==> config.mk <==
export PLATFORM = sky130hd
export DESIGN_NAME = dic_ctrl
export DESIGN_NICKNAME = d
export VERILOG_FILES = /design/src/core/dic_pkg.sv /design/src/core/dic_ctrl.sv
export SDC_FILE = /design/constraint.sdc
export NUM_CORES = 1
export LEC_CHECK = 0
export BUFFER_PORTS_ARGS = -buffer_cell sky130_fd_sc_hd__buf_2
export CORE_ASPECT_RATIO = 0.6
export CORE_MARGIN = 2
export CORE_UTILIZATION = 25
export DETAILED_ROUTE_END_ITERATION = 8
export PLACE_DENSITY = 0.49
export SETUP_SLACK_MARGIN = 0.1
export SLEW_MARGIN = 20
export SYNTH_ARGS = -nofsm -noshare
export SYNTH_HDL_FRONTEND = slang
export SYNTH_SLANG_ARGS = --single-unit
==> constraint.sdc <==
create_clock -name clock -period 2.6 [get_ports clock]
set_input_delay 0.65 -clock clock [delete_from_list [all_inputs] [get_ports clock]]
set_output_delay 0.65 -clock clock [all_outputs]
set_load 0.01 [all_outputs]
==> src/core/dic_pkg.sv <==
package dic_pkg;

  // register byte offsets, one aligned word each
  localparam logic [7:0] OFS_STATUS    = 8'h04; // controller_status_reg
  localparam logic [7:0] OFS_BANKCFG   = 8'h08; // bank_config_reg
  localparam logic [7:0] OFS_REFRESH   = 8'h0c; // refresh_control_reg
  localparam logic [7:0] OFS_TIMING1   = 8'h10; // timing_reg_one
  localparam logic [7:0] OFS_TIMING2   = 8'h14; // timing_reg_two
  localparam logic [7:0] OFS_RAWINT    = 8'h20; // raw_interrupt_reg
  localparam logic [7:0] OFS_MASKSET   = 8'h28; // interrupt_mask_set_reg
  localparam logic [7:0] OFS_MASKCLR   = 8'h2c; // mask clear
  localparam logic [7:0] OFS_IOCTRL    = 8'he4; // io_layer_control_reg
  localparam logic [7:0] OFS_CALCTRL   = 8'hf0; // calibration_control_reg
  localparam logic [7:0] OFS_CALRESULT = 8'hf4; // calibration result
  localparam logic [7:0] OFS_CALACCESS = 8'hf8; // calibration result access enable
  localparam logic [7:0] OFS_ACCESS    = 8'hfc; // access mode probe

  // field positions
  localparam int BIT_TIM_UNLOCK  = 15;  // timing_unlock_bit in bank_config_reg
  localparam int BIT_DRIVE       = 18;  // drive_strength_field
  localparam int BIT_SELF_REF    = 31;  // self_refresh_bit
  localparam int BIT_CLK_STOP_EN = 30;  // memory_clock_stop_enable
  localparam int BIT_DLL_PD      = 4;   // dll_power_down_bit
  localparam int BIT_CAL_EN      = 13;  // calibration enable
  localparam int BIT_RECALIBRATE_BIT       = 15;  // recalibrate_bit
  localparam int BIT_IO_READY    = 2;   // io_layer_ready_flag
  localparam int BIT_INIT_DONE   = 0;   // status: init finished
  localparam int BIT_CAL_DONE    = 1;   // status: calibration finished
  localparam int BIT_LINE_TRAP   = 2;   // line_trap_flag

  // reset values
  localparam logic [31:0] RST_BANKCFG = 32'h0000_0000;
  localparam logic [31:0] RST_REFRESH = 32'h0000_0000;
  localparam logic [31:0] RST_TIMING  = 32'h0000_0000;
  localparam logic [31:0] RST_IOCTRL  = 32'h0000_0000;
  localparam logic [31:0] RST_CALCTRL = 32'h0000_0000;

  // timing
  localparam int CLK_MHZ       = 50;
  localparam int INIT_CYCLES   = 64;  // init sequence length
  localparam int CAL_CLK_COUNT = 33;  // calibration clock edges to finish
  localparam int DLL_CYCLES    = 16;  // dll lock time
  localparam int DRAIN_CYCLES  = 8;   // outstanding work drain time

  // access burst modes
  localparam logic [1:0] MODE_LINEAR = 2'h0;
  localparam logic [1:0] MODE_WRAP   = 2'h1;

  typedef struct packed {
    logic [11:0] pAddr;
    logic        pWrite;
    logic [31:0] pWdata;
  } dic_apb_req_t;

  typedef enum {ST_INIT, ST_IDLE, ST_DRAIN, ST_SELFREF, ST_WAKE} dic_pwr_t;

endpackage

==> src/core/dic_ctrl.sv <==
`timescale 1ns/1ps
// Functional notes
// - init restarts on reset or bank config write
// - recalibrate_bit write with calibration enable set starts calibration
// - access enable gates result readability
// - enable low stops calibration
// - accesses stall until calibration completes
// - unsupported mode sets line trap flag
// - unsupported mode served as linear
// - interrupt only when mask enabled
// - self refresh after draining work
// - clock stop enable permits clock off
// - dll power down bit powers dll down in self refresh
// - ready low when clock stopped or dll down, else high
// - access wakes dll and clock together, then serves after dll lock time
// - debug halt does not stop operation
module dic_ctrl
  import dic_pkg::*;
#(
  parameter int CAL_CODE_W = 5
)(
  // system
  input  wire logic        clock,
  input  wire logic        srst,
  // apb slave
  input  wire logic        psel,
  input  wire logic        penable,
  input  wire logic        pwrite,
  input  wire logic [11:0] paddr,
  input  wire logic [31:0] pwdata,
  output logic      [31:0] prdata,
  output logic             pready,
  output logic             pslverr,
  // calibration clock, sampled as a pin
  input  wire logic        calClock,
  // measured impedance codes
  input  wire logic [CAL_CODE_W-1:0] pCodeIn,
  input  wire logic [CAL_CODE_W-1:0] nCodeIn,
  // memory-side status
  output logic             memClockEn,
  output logic             dllPowerDown,
  output logic             selfRefresh,
  output logic             lineTrapIrq
);
  import dic_pkg::*;

  // elaboration guard: both codes together must fit one bus word
  if (CAL_CODE_W < 1 || CAL_CODE_W > 12)
  begin
    $error("CAL_CODE_W out of range");
  end

  // register storage
  logic [31:0] bankCfg_r;           // bank_config_reg
  logic [31:0] refresh_r;           // refresh_control_reg
  logic [31:0] timing1_r;           // timing_reg_one
  logic [31:0] timing2_r;           // timing_reg_two
  logic [31:0] ioCtrl_r;            // io_layer_control_reg
  logic [31:0] calCtrl_r;           // calibration_control_reg
  logic        calAccess_r;         // result readability
  logic        lineTrap_r;          // line_trap_flag
  logic        lineMask_r;          // mask for line trap
  logic [2*CAL_CODE_W-1:0] calResult_r; // captured codes

  // apb decode
  dic_apb_req_t req;
  logic         wrEn;
  logic         accessPhase;
  assign req         = '{pAddr: paddr, pWrite: pwrite, pWdata: pwdata};
  assign accessPhase = psel && penable;
  assign wrEn        = accessPhase && pready && req.pWrite;

  function automatic logic hit(input logic [11:0] a, input logic [7:0] ofs);
    hit = (a == {4'h0, ofs});
  endfunction

  // power state and counters
  dic_pwr_t    pwr_r;
  logic [7:0]  cnt_r;
  logic        initDone_r;
  logic        calDone_r;
  logic        calRun_r;
  logic [5:0]  calEdges_r;
  logic        calSync1_r, calSync2_r, calSync3_r;
  logic        calEdge;
  logic        wakeReq_r;
  logic [2*CAL_CODE_W-1:0] codeSync1_r, codeSync2_r; // measured codes, two-stage sync

  // calibration clock and codes sampled twice; edges found after sync
  always_ff @(posedge clock)
  begin
    calSync1_r  <= calClock;
    calSync2_r  <= calSync1_r;
    calSync3_r  <= calSync2_r;
    codeSync1_r <= {pCodeIn, nCodeIn};
    codeSync2_r <= codeSync1_r;
  end
  assign calEdge = calSync2_r && !calSync3_r;

  // access probe: writes to access offset model a memory request
  logic accessReq;
  logic unsupMode;
  logic accessPend;                                        // probe waiting in access phase
  assign accessPend = accessPhase && hit(paddr, OFS_ACCESS);
  assign accessReq  = wrEn && hit(req.pAddr, OFS_ACCESS);
  assign unsupMode = (req.pWdata[1:0] != MODE_LINEAR) && (req.pWdata[1:0] != MODE_WRAP);

  // accesses stall while uncalibrated, waking, or initializing
  logic accessBlocked;
  assign accessBlocked = !calDone_r || (pwr_r != ST_IDLE);

  // apb ready: access probe waits for block to be served
  always_comb
  begin
    pready = 1'b1;
    if (accessPend && accessBlocked)
      pready = 1'b0;
  end
  assign pslverr = 1'b0;

  // configuration registers
  always_ff @(posedge clock)
  begin
    if (srst)
    begin
      bankCfg_r <= RST_BANKCFG;
      refresh_r <= RST_REFRESH;
      timing1_r <= RST_TIMING;
      timing2_r <= RST_TIMING;
      ioCtrl_r  <= RST_IOCTRL;
    end
    else if (wrEn)
    begin
      if (hit(req.pAddr, OFS_BANKCFG))
        bankCfg_r <= req.pWdata;
      if (hit(req.pAddr, OFS_REFRESH))
        refresh_r <= req.pWdata;
      if (hit(req.pAddr, OFS_TIMING1) && bankCfg_r[BIT_TIM_UNLOCK])
        timing1_r <= req.pWdata;
      if (hit(req.pAddr, OFS_TIMING2) && bankCfg_r[BIT_TIM_UNLOCK])
        timing2_r <= req.pWdata;
      if (hit(req.pAddr, OFS_IOCTRL))
        ioCtrl_r <= req.pWdata;
    end
  end

  // calibration control and result access
  always_ff @(posedge clock)
  begin
    if (srst)
    begin
      calCtrl_r   <= RST_CALCTRL;
      calAccess_r <= 1'b0;
    end
    else if (wrEn)
    begin
      if (hit(req.pAddr, OFS_CALCTRL))
        calCtrl_r <= req.pWdata;
      if (hit(req.pAddr, OFS_CALACCESS))
        calAccess_r <= req.pWdata[0];
    end
  end

  // calibration run: starts on recalibrate_bit write with enable, counts edges
  logic calStart;
  assign calStart = wrEn && hit(req.pAddr, OFS_CALCTRL) && req.pWdata[BIT_CAL_EN]
                    && req.pWdata[BIT_RECALIBRATE_BIT] && !calCtrl_r[BIT_RECALIBRATE_BIT];
  always_ff @(posedge clock)
  begin
    if (srst)
    begin
      calRun_r    <= 1'b0;
      calDone_r   <= 1'b0;
      calEdges_r  <= '0;
      calResult_r <= '0;
    end
    else if (calStart)
    begin
      calRun_r   <= 1'b1;
      calDone_r  <= 1'b0;
      calEdges_r <= '0;
    end
    else if (calRun_r)
    begin
      if (!calCtrl_r[BIT_CAL_EN])
        calRun_r <= 1'b0;
      else if (calEdge)
      begin
        if (calEdges_r == 6'(CAL_CLK_COUNT - 1))
        begin
          calRun_r    <= 1'b0;
          calDone_r   <= 1'b1;
          calResult_r <= codeSync2_r;
        end
        calEdges_r <= calEdges_r + 6'h01;
      end
    end
  end

  // line trap flag: set wins over clear
  logic trapClr;
  assign trapClr = wrEn && hit(req.pAddr, OFS_RAWINT) && req.pWdata[BIT_LINE_TRAP];
  always_ff @(posedge clock)
  begin
    if (srst)
      lineTrap_r <= 1'b0;
    else if (accessReq && pready && unsupMode)
      lineTrap_r <= 1'b1;
    else if (trapClr)
      lineTrap_r <= 1'b0;
  end

  // mask set and clear registers
  always_ff @(posedge clock)
  begin
    if (srst)
      lineMask_r <= 1'b0;
    else if (wrEn && hit(req.pAddr, OFS_MASKSET) && req.pWdata[BIT_LINE_TRAP])
      lineMask_r <= 1'b1;
    else if (wrEn && hit(req.pAddr, OFS_MASKCLR) && req.pWdata[BIT_LINE_TRAP])
      lineMask_r <= 1'b0;
  end
  assign lineTrapIrq = lineTrap_r && lineMask_r;

  // init retrigger: reset or any write to bank config
  logic initKick;
  assign initKick = wrEn && hit(req.pAddr, OFS_BANKCFG);

  // power/initialization state machine; debug halt has no input so never stops it
  always_ff @(posedge clock)
  begin
    if (srst)
    begin
      pwr_r      <= ST_INIT;
      cnt_r      <= '0;
      initDone_r <= 1'b0;
      wakeReq_r  <= 1'b0;
    end
    else if (initKick)
    begin
      pwr_r      <= ST_INIT;
      cnt_r      <= '0;
      initDone_r <= 1'b0;
    end
    else
    begin
      // a stalled probe never completes while asleep, so its pending phase must wake us
      if (accessPend)
        wakeReq_r <= 1'b1;
      case (pwr_r)
        ST_INIT:
        begin
          cnt_r <= cnt_r + 8'h01;
          if (cnt_r == 8'(INIT_CYCLES - 1))
          begin
            pwr_r      <= ST_IDLE;
            initDone_r <= 1'b1;
            cnt_r      <= '0;
          end
        end
        ST_IDLE:
        begin
          wakeReq_r <= 1'b0;
          if (refresh_r[BIT_SELF_REF])
          begin
            pwr_r <= ST_DRAIN;
            cnt_r <= '0;
          end
        end
        ST_DRAIN:
        begin
          cnt_r <= cnt_r + 8'h01;
          if (cnt_r == 8'(DRAIN_CYCLES - 1))
            pwr_r <= ST_SELFREF;
        end
        ST_SELFREF:
        begin
          cnt_r <= '0;
          if (wakeReq_r || accessPend || !refresh_r[BIT_SELF_REF])
            pwr_r <= ST_WAKE;
        end
        ST_WAKE:
        begin
          cnt_r <= cnt_r + 8'h01;
          if (cnt_r == 8'(DLL_CYCLES - 1))
          begin
            pwr_r     <= ST_IDLE;
            wakeReq_r <= 1'b0;
          end
        end
        default:
          pwr_r <= ST_INIT;
      endcase
    end
  end

  // memory clock and dll outputs
  logic stopped;
  assign stopped      = (pwr_r == ST_SELFREF);
  assign selfRefresh  = stopped;
  assign memClockEn   = !(stopped && refresh_r[BIT_CLK_STOP_EN]);
  assign dllPowerDown = stopped && ioCtrl_r[BIT_DLL_PD];

  // read mux
  always_ff @(posedge clock)
  begin
    if (srst)
      prdata <= '0;
    else if (psel && !penable && !pwrite)
    begin
      prdata <= '0;
      if (hit(paddr, OFS_STATUS))
        prdata <= {29'h0, memClockEn && !dllPowerDown, calDone_r, initDone_r};
      if (hit(paddr, OFS_BANKCFG))
        prdata <= bankCfg_r;
      if (hit(paddr, OFS_REFRESH))
        prdata <= refresh_r;
      if (hit(paddr, OFS_TIMING1))
        prdata <= timing1_r;
      if (hit(paddr, OFS_TIMING2))
        prdata <= timing2_r;
      if (hit(paddr, OFS_IOCTRL))
        prdata <= ioCtrl_r;
      if (hit(paddr, OFS_CALCTRL))
        prdata <= calCtrl_r;
      if (hit(paddr, OFS_RAWINT))
        prdata <= {29'h0, lineTrap_r, 2'h0};
      if (hit(paddr, OFS_MASKSET) || hit(paddr, OFS_MASKCLR))
        prdata <= {29'h0, lineMask_r, 2'h0};
      if (hit(paddr, OFS_CALRESULT) && calAccess_r)
        prdata <= 32'(calResult_r);
    end
  end
endmodule

After elaboration in Yosys (flattened, before gate mapping)
Cells that the tools add are included.
Widths: inputs -> output; s select.
- input bits: 60
- register bits: 310
- word-level logic and storage cells: 150
- output and inout bits: 38
- equality and inequality tests: 29
- bitwise logic cells: 1
- mux-type cells: 32
- add/sub/neg operators: 2
- reduce and logical (&&, ||, !) cells: 63
- operators with widths (cell ; count):
    $mux 32 ; 14
    $pmux 32 s5 ; 1
    $eq 32x2->1 const B ; 2
    $eq 32x3->1 const B ; 2
    $eq 12x8->1 const B ; 5
    $eq 12x6->1 const B ; 3
    $eq 32x1->1 const B ; 1
    $logic_not 32->1 ; 1
    $ne 32x2->1 const B ; 1
    $pmux 8 s4 ; 1
    $logic_and 1x1->1 ; 30
    $eq 12x4->1 const B ; 2
    $eq 12x5->1 const B ; 2
    $reduce_and 2->1 ; 9
    $mux 8 ; 2
    $eq 12x3->1 const B ; 1
    $mux 1 ; 12
    $ne 2x2->1 const B ; 5
    $reduce_and 5->1 ; 2
    $add 8x1->8 const B ; 1
    $eq 8x3->1 const B ; 1
    $eq 8x4->1 const B ; 1
    $eq 8x6->1 const B ; 1
    $logic_not 1->1 ; 8
    other kinds (12) ; 19

Longest topological paths before layout
Gate-level depths: netlist of run 1.
- depth after elaboration: 14
- mapped depth: 10
- gate-level depth less buffers: 7

Worst setup path before layout of run 1
OpenSTA, ideal clock, no wires.
- kind: in2reg
- from: in paddr[4]
- to: reg ioCtrl_r[0]
- stages on the path: 8
- arrival time: 2.271 ns
- slack: 0.202 ns
- buffers on the path: 2
- setup time: 0.128 ns
- required time: 2.472 ns
- cells stage by stage: buf_2 -> nand4b_2 -> nor3_4 -> nand2_4 -> a211oi_4 -> buf_6 -> mux2i_1 -> nor2_1
- cells in the longest elaborated chain, start to end: 7
- elaborated cells between the ends (all ways): 8
- those cells by class: eq/ne: 2; mux: 1; reduce/logical: 5
- ends and longest elaborated chain (what ; line ; source):
    from (decl) ; dic_ctrl.sv:29 ; input wire logic [11:0] paddr,
    $eq 12x8->1 ; dic_ctrl.sv:74 ; hit = (a == {4'h0, ofs});
    $logic_and 1x1->1 ; dic_ctrl.sv:104 ; assign accessPend = accessPhase && hit(paddr, OFS_ACCESS);
    $logic_and 1x1->1 ; dic_ctrl.sv:116 ; if (accessPend && accessBlocked)
    $mux 1 ; dic_ctrl.sv:116 ;
    $logic_and 1x1->1 (2 in series) ; dic_ctrl.sv:71 ; assign wrEn = accessPhase && pready && req.pWrite;
    $reduce_and 2->1 (no source line) (*) ; -- ;
    to (signal assigned) ; dic_ctrl.sv:143 ; ioCtrl_r <= req.pWdata;
    to (decl) ; dic_ctrl.sv:58 ; logic [31:0] ioCtrl_r;
Mark *: on every way between the ends. The rest lies on a longest branch, timed or not.
A chain may end at the register's enable or synchronous reset.

Final worst setup path of run 1
- from: in paddr[11]
- to: out pready
- cells in the longest elaborated chain, start to end: 4
- ends and longest elaborated chain (what ; line ; source):
    $eq 12x8->1 ; dic_ctrl.sv:74 ;
    $logic_and 1x1->1 ; dic_ctrl.sv:104 ;
    $logic_and 1x1->1 ; dic_ctrl.sv:116 ;
    $mux 1 ; dic_ctrl.sv:116 ;
    to (decl) ; dic_ctrl.sv:32 ; output logic pready,
Every way passes these cells.

==> reports/results.txt, run 1 <==
Clock transition at the registers of the reported paths - 0.06 ns
Int Power - 6.99 mW
Final worst slack - 0.110 ns
Hpwl dp - 28.7 mm
Fill cell count - 4896
Die Ht - 172 um
Area of the multi-input gates - 5600 um^2
Placed Cells - 2091
Max_cap viols - 0
RSZ-0062 raised after global routing - yes
CP Max Fanout - 4
# IOs - 98
Area growth, synth to finish - 25.3%
Setup_tns - 0 ns
Final wirelength - 40.8 mm
Clock share of power - 47.3%
Max Transition Viols Final - 0
Max Buffers Root-to-Sink - 3
Global Route Usage Sum - 16.5%
Status - completed
CP arrival - 1.84 ns
First-pass GRT wire length - 62.3 mm
Die W - 283 um
Asr flop ratio synth - 0%
Worst IR Drop VDD - 433 uV
Initial antenna violation count - 2
Crit path max-delay cell type - nor4_2
First-pass DRT Iterations - 7
Combinational share of power - 4.9%
Synth Net Count - 1423
Synthesis-stage register bit count - 281
Sw Ratio - 23.2%
P_sw - 2.11 mW
Main synth FF type - dfxtp_1
Cell area power density - 621 nW/um^2
Layout cells sized above 1 - 19.4%
H-Tree Depth - 1
Type of origin of the critical path - input pin
WP data required - 1.95 ns
Post-synth top area cell - dfxtp_1
Initial DRC count - 1038
Leakage - 5.45 nW
Distinct cells, synth - 64
Part of the Yosys area used for sequential elements - 48.1%
Crit-path max cell delay - 0.28 ns
Minimum clock period - 2.49 ns
Total CTS buffers - 29
Register Area - 5630 um^2
RD Place Congestion - 0.828
Post-Syn Instances - 1360
Largest net degree at the start of global routing - 127
Grt ovf - 0
Final ANT Viol Nets - 0
Starting density of the core - 25.3%
Final instance count without filler cells - 2144
CP top delay family - simple AND/OR/NAND/NOR gates
Top post-synthesis cells by area - dfxtp_1 48%, mux2i_1 9.7%, nand2_1 7.9%
Fin Hold WS - 0.169 ns
Relative slew slack - 24.1%
Worst-margin pin slew - 1.13 ns
Total power - 9.10 mW
Yosys Warn Count - 0
Routed wire per std cell - 19.0 um
DIE AREA - 48600 um^2
Via count - 10300
Final Net Count - 1558
Crit Path Class - in -> out
Average cell area after synthesis - 8.60 um^2
DRC - 0
Mapped cell area - 11700 um^2
WP buf/inv - 3
Worst min-delay path category - in -> reg
Worst slack, placed - -0.222 ns
Top-area cell type share of the netlist area - 48.1%
Crit. End Element - output port
# rows - 61
Final period util - 95.8%
Hold Vio Cnt, Final - 0
Skew final - 0.0129 ns
Vias/cell - 4.81
Number of buffers added on ports - 96
Max Clock Freq - 402 MHz
Number of global-route vias before repair - 9659
TritonCTS clock tree - yes
Core ar. - 46300 um^2
Total clock sinks - 281
Root buf cell - clkbuf_16
CP Cell Sequence - buf_2 > nor4_2 > buf_4 > and2_4 > and3_1 > nand2_2 > buf_2
Sequential Power Share - 47.8%
CP most frequent cell - buf_2
Clk Latency, worst-skew pair - 0.58 ns
Setup Viol. Count Final - 0
EDFF count, synth - 0
flip-flops by register name (all words and copies together) (netlist names), 3 cells and up:
signal / count
ioCtrl_r: 32
cnt_r: 8
refresh_r: 32
prdata: 32
calEdges_r: 6
calCtrl_r: 32
pwr_r: 3
calResult_r: 10
codeSync1_r: 10
timing2_r: 32
timing1_r: 32
codeSync2_r: 10
bankCfg_r: 32
layout by cell type (no fill, tap or decap), drive strengths merged, types with 7 or more instances in the layout:
master  synthesis  layout
nand2         247     247
nor3           11      11
nor2          159     159
nor2b           8       8
nand3          20      20
a21oi         180     180
clkbuf         67      41
a221oi         22      22
buf            40     211
o21ai          39      39
and3           12      12
a222oi          7       7
o22ai          11      11
o221ai         10      10
dfxtp         281     281
inv             7       8
and2            7       7
o211ai          8       8
o32ai          12      12
mux2           10      10
mux2i         113     113
repair_timing:
item,4_1_cts,5_1_grt
hold buffers,0,0
setup endpoints to repair,3,3
setup buffers,3,0
resized for setup,2,4
pin swaps,0,0
power groups by stage:
stage	logic [mW]	registers, mW	clock network [mW]
after floorplan	0.194	4.45	0
after global placement	0.435	4.45	0
after detailed placement	0.437	4.45	0
after CTS	0.440	4.35	4.41
after global routing	0.479	4.35	4.57
final	0.446	4.35	4.30
through the flow:
stage | cell area [um^2] | utilization [%]
CTS | 14600 | 31.6
global placement | 13600 | 29.5
global route | 14600 | 31.7
detailed placement | 13600 | 29.5
finish | 14600 | 31.7
floorplan | 11700 | -
path summary, 6_finish.rpt:
path | cells past startpoint | slack (ns) | start | to
hold / removal | 1 | 0.17 | pCodeIn[3] | codeSync1_r[8]
hold reg to reg | 0 | 0.33 | codeSync1_r[8] | codeSync2_r[8]
setup reg to reg | 9 | 0.23 | pwr_r[2] | prdata[2]
setup / recovery | 7 | 0.11 | paddr[11] | pready
worst reg2reg max path, stage by stage (launching register included):
cell and delay, ns:
dfxtp_1 0.35, buf_4 0.19, and3b_2 0.31, buf_4 0.20, buf_4 0.17, o211ai_1 0.17, a32oi_1 0.20, o22ai_1 0.19
a21oi_1 0.09, a2111oi_1 0.38
cells in the mapped netlist, types with 4 or more instances:
| cell | n |
|---|---|
| dfxtp_1 | 281 |
| nand2_1 | 245 |
| a21oi_1 | 180 |
| nor2_1 | 159 |
| mux2i_1 | 113 |
| clkbuf_1 | 66 |
| buf_2 | 25 |
| o21ai_1 | 21 |
| nand3_1 | 20 |
| a221oi_1 | 18 |
| o21ai_0 | 18 |
| and3_1 | 12 |
| o32ai_1 | 12 |
| o22ai_1 | 11 |
| mux2_2 | 10 |
| o221ai_1 | 10 |
| nor3_1 | 9 |
| nor2b_1 | 8 |
| o211ai_1 | 8 |
| a222oi_1 | 7 |
| inv_1 | 7 |
| a22oi_1 | 6 |
| and2_1 | 6 |
| buf_1 | 6 |
| buf_4 | 6 |
| nand4_1 | 6 |
| o2bb2ai_1 | 6 |
| xor2_1 | 6 |
| a21boi_0 | 5 |
| a31oi_1 | 5 |
| nand2b_1 | 5 |
| xnor2_1 | 5 |
| a221oi_2 | 4 |
| nor4_1 | 4 |
| o21bai_1 | 4 |
layer usage:
layer	GRT usage [%]	part of all wire [%]	up-vias
met3	2.96	6.2	46
met4	2.53	1.4	2
li1	-	-	5003
met5	0.400	0.032	-
met1	26.7	54	4970
met2	22.4	39	290
final cells by class:
class                   count  share of cell area (%)
multi-input cells         965                    38.3
repair buffers            211                    11.2
flip-flops and latches    281                    38.4
inverters                   7                   0.179
well taps                 630                    5.38
clock inverters             8                   0.889
diodes                      1                  0.0171
clock buffers              41                    5.67
kinds of logic (layout without fill, tap and decap cells):
kind of cell	after synthesis	in the layout	synth area share, %
multiplexers	123	123	10.6
flip-flops	281	281	48.1
buffers and inverters	114	267	4.32
AND/OR/NAND/NOR	500	500	18.5
adder cells (fa/ha/maj)	3	3	0.321
AO/OA/AOI/OAI	327	327	17.3
other	1	2	0.0321
XOR/XNOR	11	11	0.824
Power figures use the tool's default switching activity.
==> inputs of run 2 (changes only) <==
--- a/config.mk
+++ b/config.mk
@@ -11,6 +11,7 @@
 export CORE_UTILIZATION = 25
 export DETAILED_ROUTE_END_ITERATION = 8
 export PLACE_DENSITY = 0.49
+export RECOVER_POWER = 25
 export SETUP_SLACK_MARGIN = 0.1
 export SLEW_MARGIN = 20
 export SYNTH_ARGS = -nofsm -noshare
==> reports/results.txt, run 2 (synthesis gave the netlist of run 1 again) <==
Status - completed
Global Route Usage Sum - 16.5%
Final core occ - 31.5%
WP data required - 1.95 ns
RR Endpoint - prdata[2]
Final period util - 95.6%
Max_cap viols - 0
Relative slew slack - 23.6%
Final wirelength - 40.9 mm
H-Tree Depth - 1
Setup Viol. Count Final - 0
Commonest non-fill, non-tap cell in the layout - dfxtp_1
Crit. Startpoint - paddr[11]
Largest net degree at the start of global routing - 127
R2R Setup Slk - 0.17 ns
Vias/cell - 4.82
Worst IR Drop VDD - 432 uV
CP Max Fanout - 4
Final Cell Area - 14600 um^2
# rows - 61
Via count - 10300
Core ar. - 46300 um^2
Placed cell areas - 13600 um^2
DRC - 0
Number of global-route vias before repair - 9659
Starting density of the core - 25.3%
Area growth, synth to finish - 24.6%
Skew final - 0.0168 ns
Max Buffers Root-to-Sink - 3
Minimum clock period - 2.49 ns
Hold path cells - 1
Total clock sinks - 281
Crit. End Element - output port
Initial DRC count - 1000
Worst min-delay path category - in -> reg
RD Place Congestion - 0.828
Number of buffers added on ports - 96
Die Ht - 172 um
Setup_tns - 0 ns
Die W - 283 um
Hold EP - codeSync1_r[8]
Cell area power density - 624 nW/um^2
Worst flop-to-flop path startpoint - pwr_r[2]
RSZ-0062 raised after global routing - yes
Routed wire per std cell - 19.1 um
First-pass GRT wire length - 62.3 mm
Clk Latency, worst-skew pair - 0.58 ns
Leakage - 5.28 nW
Total CTS buffers - 29
Crit Path Class - in -> out
Root buf cell - clkbuf_16
DIE AREA - 48600 um^2
# IOs - 98
Final Net Count - 1558
Worst-margin pin slew - 1.14 ns
Most frequent cells in the layout - 281 x dfxtp_1, 244 x nand2_1, 180 x a21oi_1
Final ANT Viol Nets - 0
Type of origin of the critical path - input pin
CTS Hold Buffers Added - 0
Max Clock Freq - 402 MHz
Layout cells sized above 1 - 16.9%
Hpwl dp - 28.7 mm
CP arrival - 1.84 ns
Max Transition Viols Final - 0
Hold Vio Cnt, Final - 0
Reg2reg path depth - 9
Grt ovf - 0
Hold wc startpoint - pCodeIn[3]
Fill cell count - 4902
Clock transition at the registers of the reported paths - 0.06 ns
TritonCTS clock tree - yes
Initial antenna violation count - 2
First-pass DRT Iterations - 5
==> run 2: power breakdown <==
| part | leakage, nW | internal, mW | switching, mW |
|---|---|---|---|
| Sequential | 2.27 | 4.34 | 0.0157 |
| Clock | 0.475 | 2.51 | 1.79 |
| Combinational | 2.53 | 0.137 | 0.307 |
==> run 2: worst max-delay path by stage <==
| stage | to | slack (ns) | cells after the start |
|---|---|---|---|
| after floorplan | ioCtrl_r[0] | 0.20 | 8 |
| after global placement | prdata[12] | -0.23 | 8 |
| after detailed placement | prdata[12] | -0.22 | 8 |
| after CTS | pready | 0.10 | 4 |
| after global routing | pready | 0.02 | 4 |
| final | pready | 0.11 | 7 |
==> run 2: cell type report <==
type | count | area [um^2] | share of cell area [%]
multi-input cells | 965 | 5600 | 38.4
inverters | 7 | 26.3 | 0.180
flip-flops and latches | 281 | 5630 | 38.6
diodes | 1 | 2.50 | 0.0172
clock inverters | 8 | 130 | 0.893
clock buffers | 41 | 831 | 5.70
well taps | 630 | 788 | 5.41
repair buffers | 211 | 1570 | 10.8
==> run 2: repair_timing <==
| item | in CTS | in global routing |
|---|---|---|
| endpoints found under the setup margin | 3 | 3 |
| resized for setup | 2 | 4 |
| buffers inserted | 3 | 0 |
==> run 2: through the flow <==
step / std cells / total power [mW] / worst slack [ns] / hold WS (ns)
finish: 2144 / 9.09 / 0.114 / 0.167
global route: 2143 / 9.40 / 0.0233 / 0.157
CTS: 2143 / 9.20 / 0.105 / 0.145
detailed placement: 2091 / 4.89 / -0.222 / 0.314
global placement: 2091 / 4.88 / -0.232 / 0.312
floorplan: 1360 / 4.64 / 0.202 / 0.310
==> run 2: worst max-delay path, stage by stage <==
cell and delay [ns]:
buf_2 0.10, nor4_2 0.28, buf_4 0.18, and2_4 0.17, and3_1 0.19, nand2_2 0.09, buf_2 0.16
==> run 2: metal layers <==
| metal | part of all wire [%] | GRT usage [%] | routed length (um) | vias to the layer above |
|---|---|---|---|---|
| li1 | - | - | - | 4999 |
| met1 | 53 | 26.7 | 21900 | 4983 |
| met2 | 39 | 22.4 | 15800 | 312 |
| met3 | 6.5 | 2.96 | 2640 | 45 |
| met4 | 1.5 | 2.53 | 607 | 2 |
| met5 | 0.032 | 0.400 | 13 | - |
==> inputs of run 3 (changes only) <==
--- a/config.mk
+++ b/config.mk
@@ -5,6 +5,7 @@
 export SDC_FILE = /design/constraint.sdc
 export NUM_CORES = 1
 export LEC_CHECK = 0
+export ABC_AREA = 1
 export BUFFER_PORTS_ARGS = -buffer_cell sky130_fd_sc_hd__buf_2
 export CORE_ASPECT_RATIO = 0.6
 export CORE_MARGIN = 2
==> reports/results.txt, run 3 <==
Total clock sinks - 281
Number of buffers added on ports - 96
Area of the multi-input gates - 4970 um^2
First-pass GRT wire length - 58.7 mm
CP Max Fanout - 5
Minimum clock period - 2.33 ns
Die W - 285 um
Worst-margin pin slew - 0.597 ns
Post-Syn Instances - 1612
Starting density of the core - 25.5%
Routed wire per std cell - 16.0 um
First-pass DRT Iterations - 5
Cell area power density - 650 nW/um^2
CTS Hold Buffers Added - 0
TritonCTS clock tree - yes
Crit-path max cell delay - 0.41 ns
RD Place Congestion - 0.828
EDFF count, synth - 0
# rows - 61
Yosys Warn Count - 0
Synthesis-stage register bit count - 281
Crit Path Class - reg -> out
Synth Net Count - 1675
Max Clock Freq - 429 MHz
Root buf cell - clkbuf_16
Largest net degree at the start of global routing - 66
Final core occ - 30.3%
Most common cell in the netlist - dfxtp_1
Final period util - 89.6%
Hold Vio Cnt, Final - 0
Mapped cell area - 11900 um^2
Leakage - 5.39 nW
Clk Latency, worst-skew pair - 0.56 ns
Max Buffers Root-to-Sink - 3
Hpwl dp - 25.7 mm
Clock transition at the registers of the reported paths - 0.06 ns
Initial DRC count - 707
Part of the Yosys area used for sequential elements - 47.4%
Most frequent cells in the layout - 281 x dfxtp_1, 218 x nor2_1, 207 x nand2_1
Total power - 9.16 mW
Top-area cell type share of the netlist area - 47.4%
WP data required - 1.95 ns
Setup Viol. Count Final - 0
Max Transition Viols Final - 0
Post-CTS Setup Bufs - 0
Top post-synthesis cells by area - dfxtp_1 47%, a21oi_1 8.4%, o21ai_0 7.7%
# IOs - 98
Placed Cells - 2293
Register Area - 5630 um^2
Distinct cells, synth - 40
Core ar. - 46600 um^2
RSZ-0062 raised after global routing - no
DRC - 0
Via count - 10700
Commonest non-fill, non-tap cell in the layout - dfxtp_1
DIE AREA - 49300 um^2
Average cell area after synthesis - 7.36 um^2
Worst slack, placed - -0.0386 ns
Crit. End Element - output port
Type of origin of the critical path - flip-flop
Fill cell count - 5065
CP arrival - 1.68 ns
Post-synth top area cell - dfxtp_1
Final instance count without filler cells - 2347
Global Route Usage Sum - 15.0%
Vias/cell - 4.54
CP Cell Sequence - nand2_2 > nor2_1 > nand2_1 > nand3b_4 > buf_2
Number of global-route vias before repair - 9999
Worst IR Drop VDD - 432 uV
Die Ht - 173 um
Asr flop ratio synth - 0%
H-Tree Depth - 1
WP buf/inv - 1
Layout cells sized above 1 - 11.9%
Grt ovf - 0
CP top delay family - simple AND/OR/NAND/NOR gates
Final worst slack - 0.270 ns
Final wirelength - 37.6 mm
Max_cap viols - 0
Area growth, synth to finish - 18.9%
Status - completed
Relative slew slack - 60.1%
Worst min-delay path category - in -> reg
Initial antenna violation count - 2
Post_cts resized - 0
Skew final - 0.00908 ns
Final ANT Viol Nets - 0
Main synth FF type - dfxtp_1
Final Net Count - 1757
Synth top cells by count - 281 x dfxtp_1, 216 x nor2_1, 208 x nand2_1, 198 x a21oi_1, 186 x inv_1
Crit path max-delay cell type - dfxtp_1
Total CTS buffers - 29
==> run 3: cell count changes after synthesis, moves of 18 or more <==
cell | before | now
mux2i_1 | 113 | 0
nand2_1 | 245 | 208
a221oi_1 | 18 | 0
inv_1 | 7 | 186
nor2_1 | 159 | 216
o21ai_1 | 21 | 63
a21oi_1 | 180 | 198
clkbuf_1 | 66 | 40
o21ai_0 | 18 | 183
nand3_1 | 20 | 41
==> run 3: metrics by stage <==
step           TNS [ns]  hold slack (ns)  instance area [um^2]
2_1_floorplan         0            0.310                 11900
3_3_place_gp    -0.0402            0.312                 13200
3_5_place_dp    -0.0601            0.313                 13200
4_1_cts               0            0.163                 14100
5_1_grt               0            0.167                 14100
6_report              0            0.188                 14100
==> run 3: per-layer routing <==
| layer | wire length (um) | share of wire [%] | up-vias | GRT usage, % |
|---|---|---|---|---|
| met5 | 0 | 0 | - | 0 |
| met4 | 660 | 1.8 | 0 | 3.08 |
| met3 | 2190 | 5.8 | 41 | 2.61 |
| met2 | 15600 | 42 | 287 | 22.3 |
| met1 | 19100 | 51 | 4925 | 22.3 |
| li1 | - | - | 5413 | - |
==> run 3: report_power, final <==
part | internal, mW | switching, mW
clock network | 2.54 | 1.77
logic | 0.147 | 0.319
registers | 4.35 | 0.0358
total | 7.04 | 2.12
==> run 3: final timing paths <==
kind | from | to | slack (ns) | cells past startpoint
max | pwr_r[0] | pready | 0.27 | 5
min | nCodeIn[0] | codeSync1_r[0] | 0.19 | 1
max reg2reg | pwr_r[0] | calCtrl_r[3] | 0.40 | 9
min reg2reg | codeSync1_r[4] | codeSync2_r[4] | 0.33 | 0
==> run 3: layout make-up <==
class | count | share of cell area (%)
diodes | 2 | 0.0355
clock buffers | 41 | 5.68
clock inverters | 11 | 1.20
inverters | 201 | 5.37
multi-input cells | 1036 | 35.3
flip-flops and latches | 281 | 39.9
well taps | 630 | 5.59
repair buffers | 145 | 6.95
==> run 3: kinds of logic after synthesis <==
family	synth area share, %
DFF	47.4
AOI/OAI and AO/OA	20.7
other	0.0316
adders and majority gates	0.317
buffers and inverters	10.6
xor gates and xnor gates	0.517
and+or+nand+nor	20.4
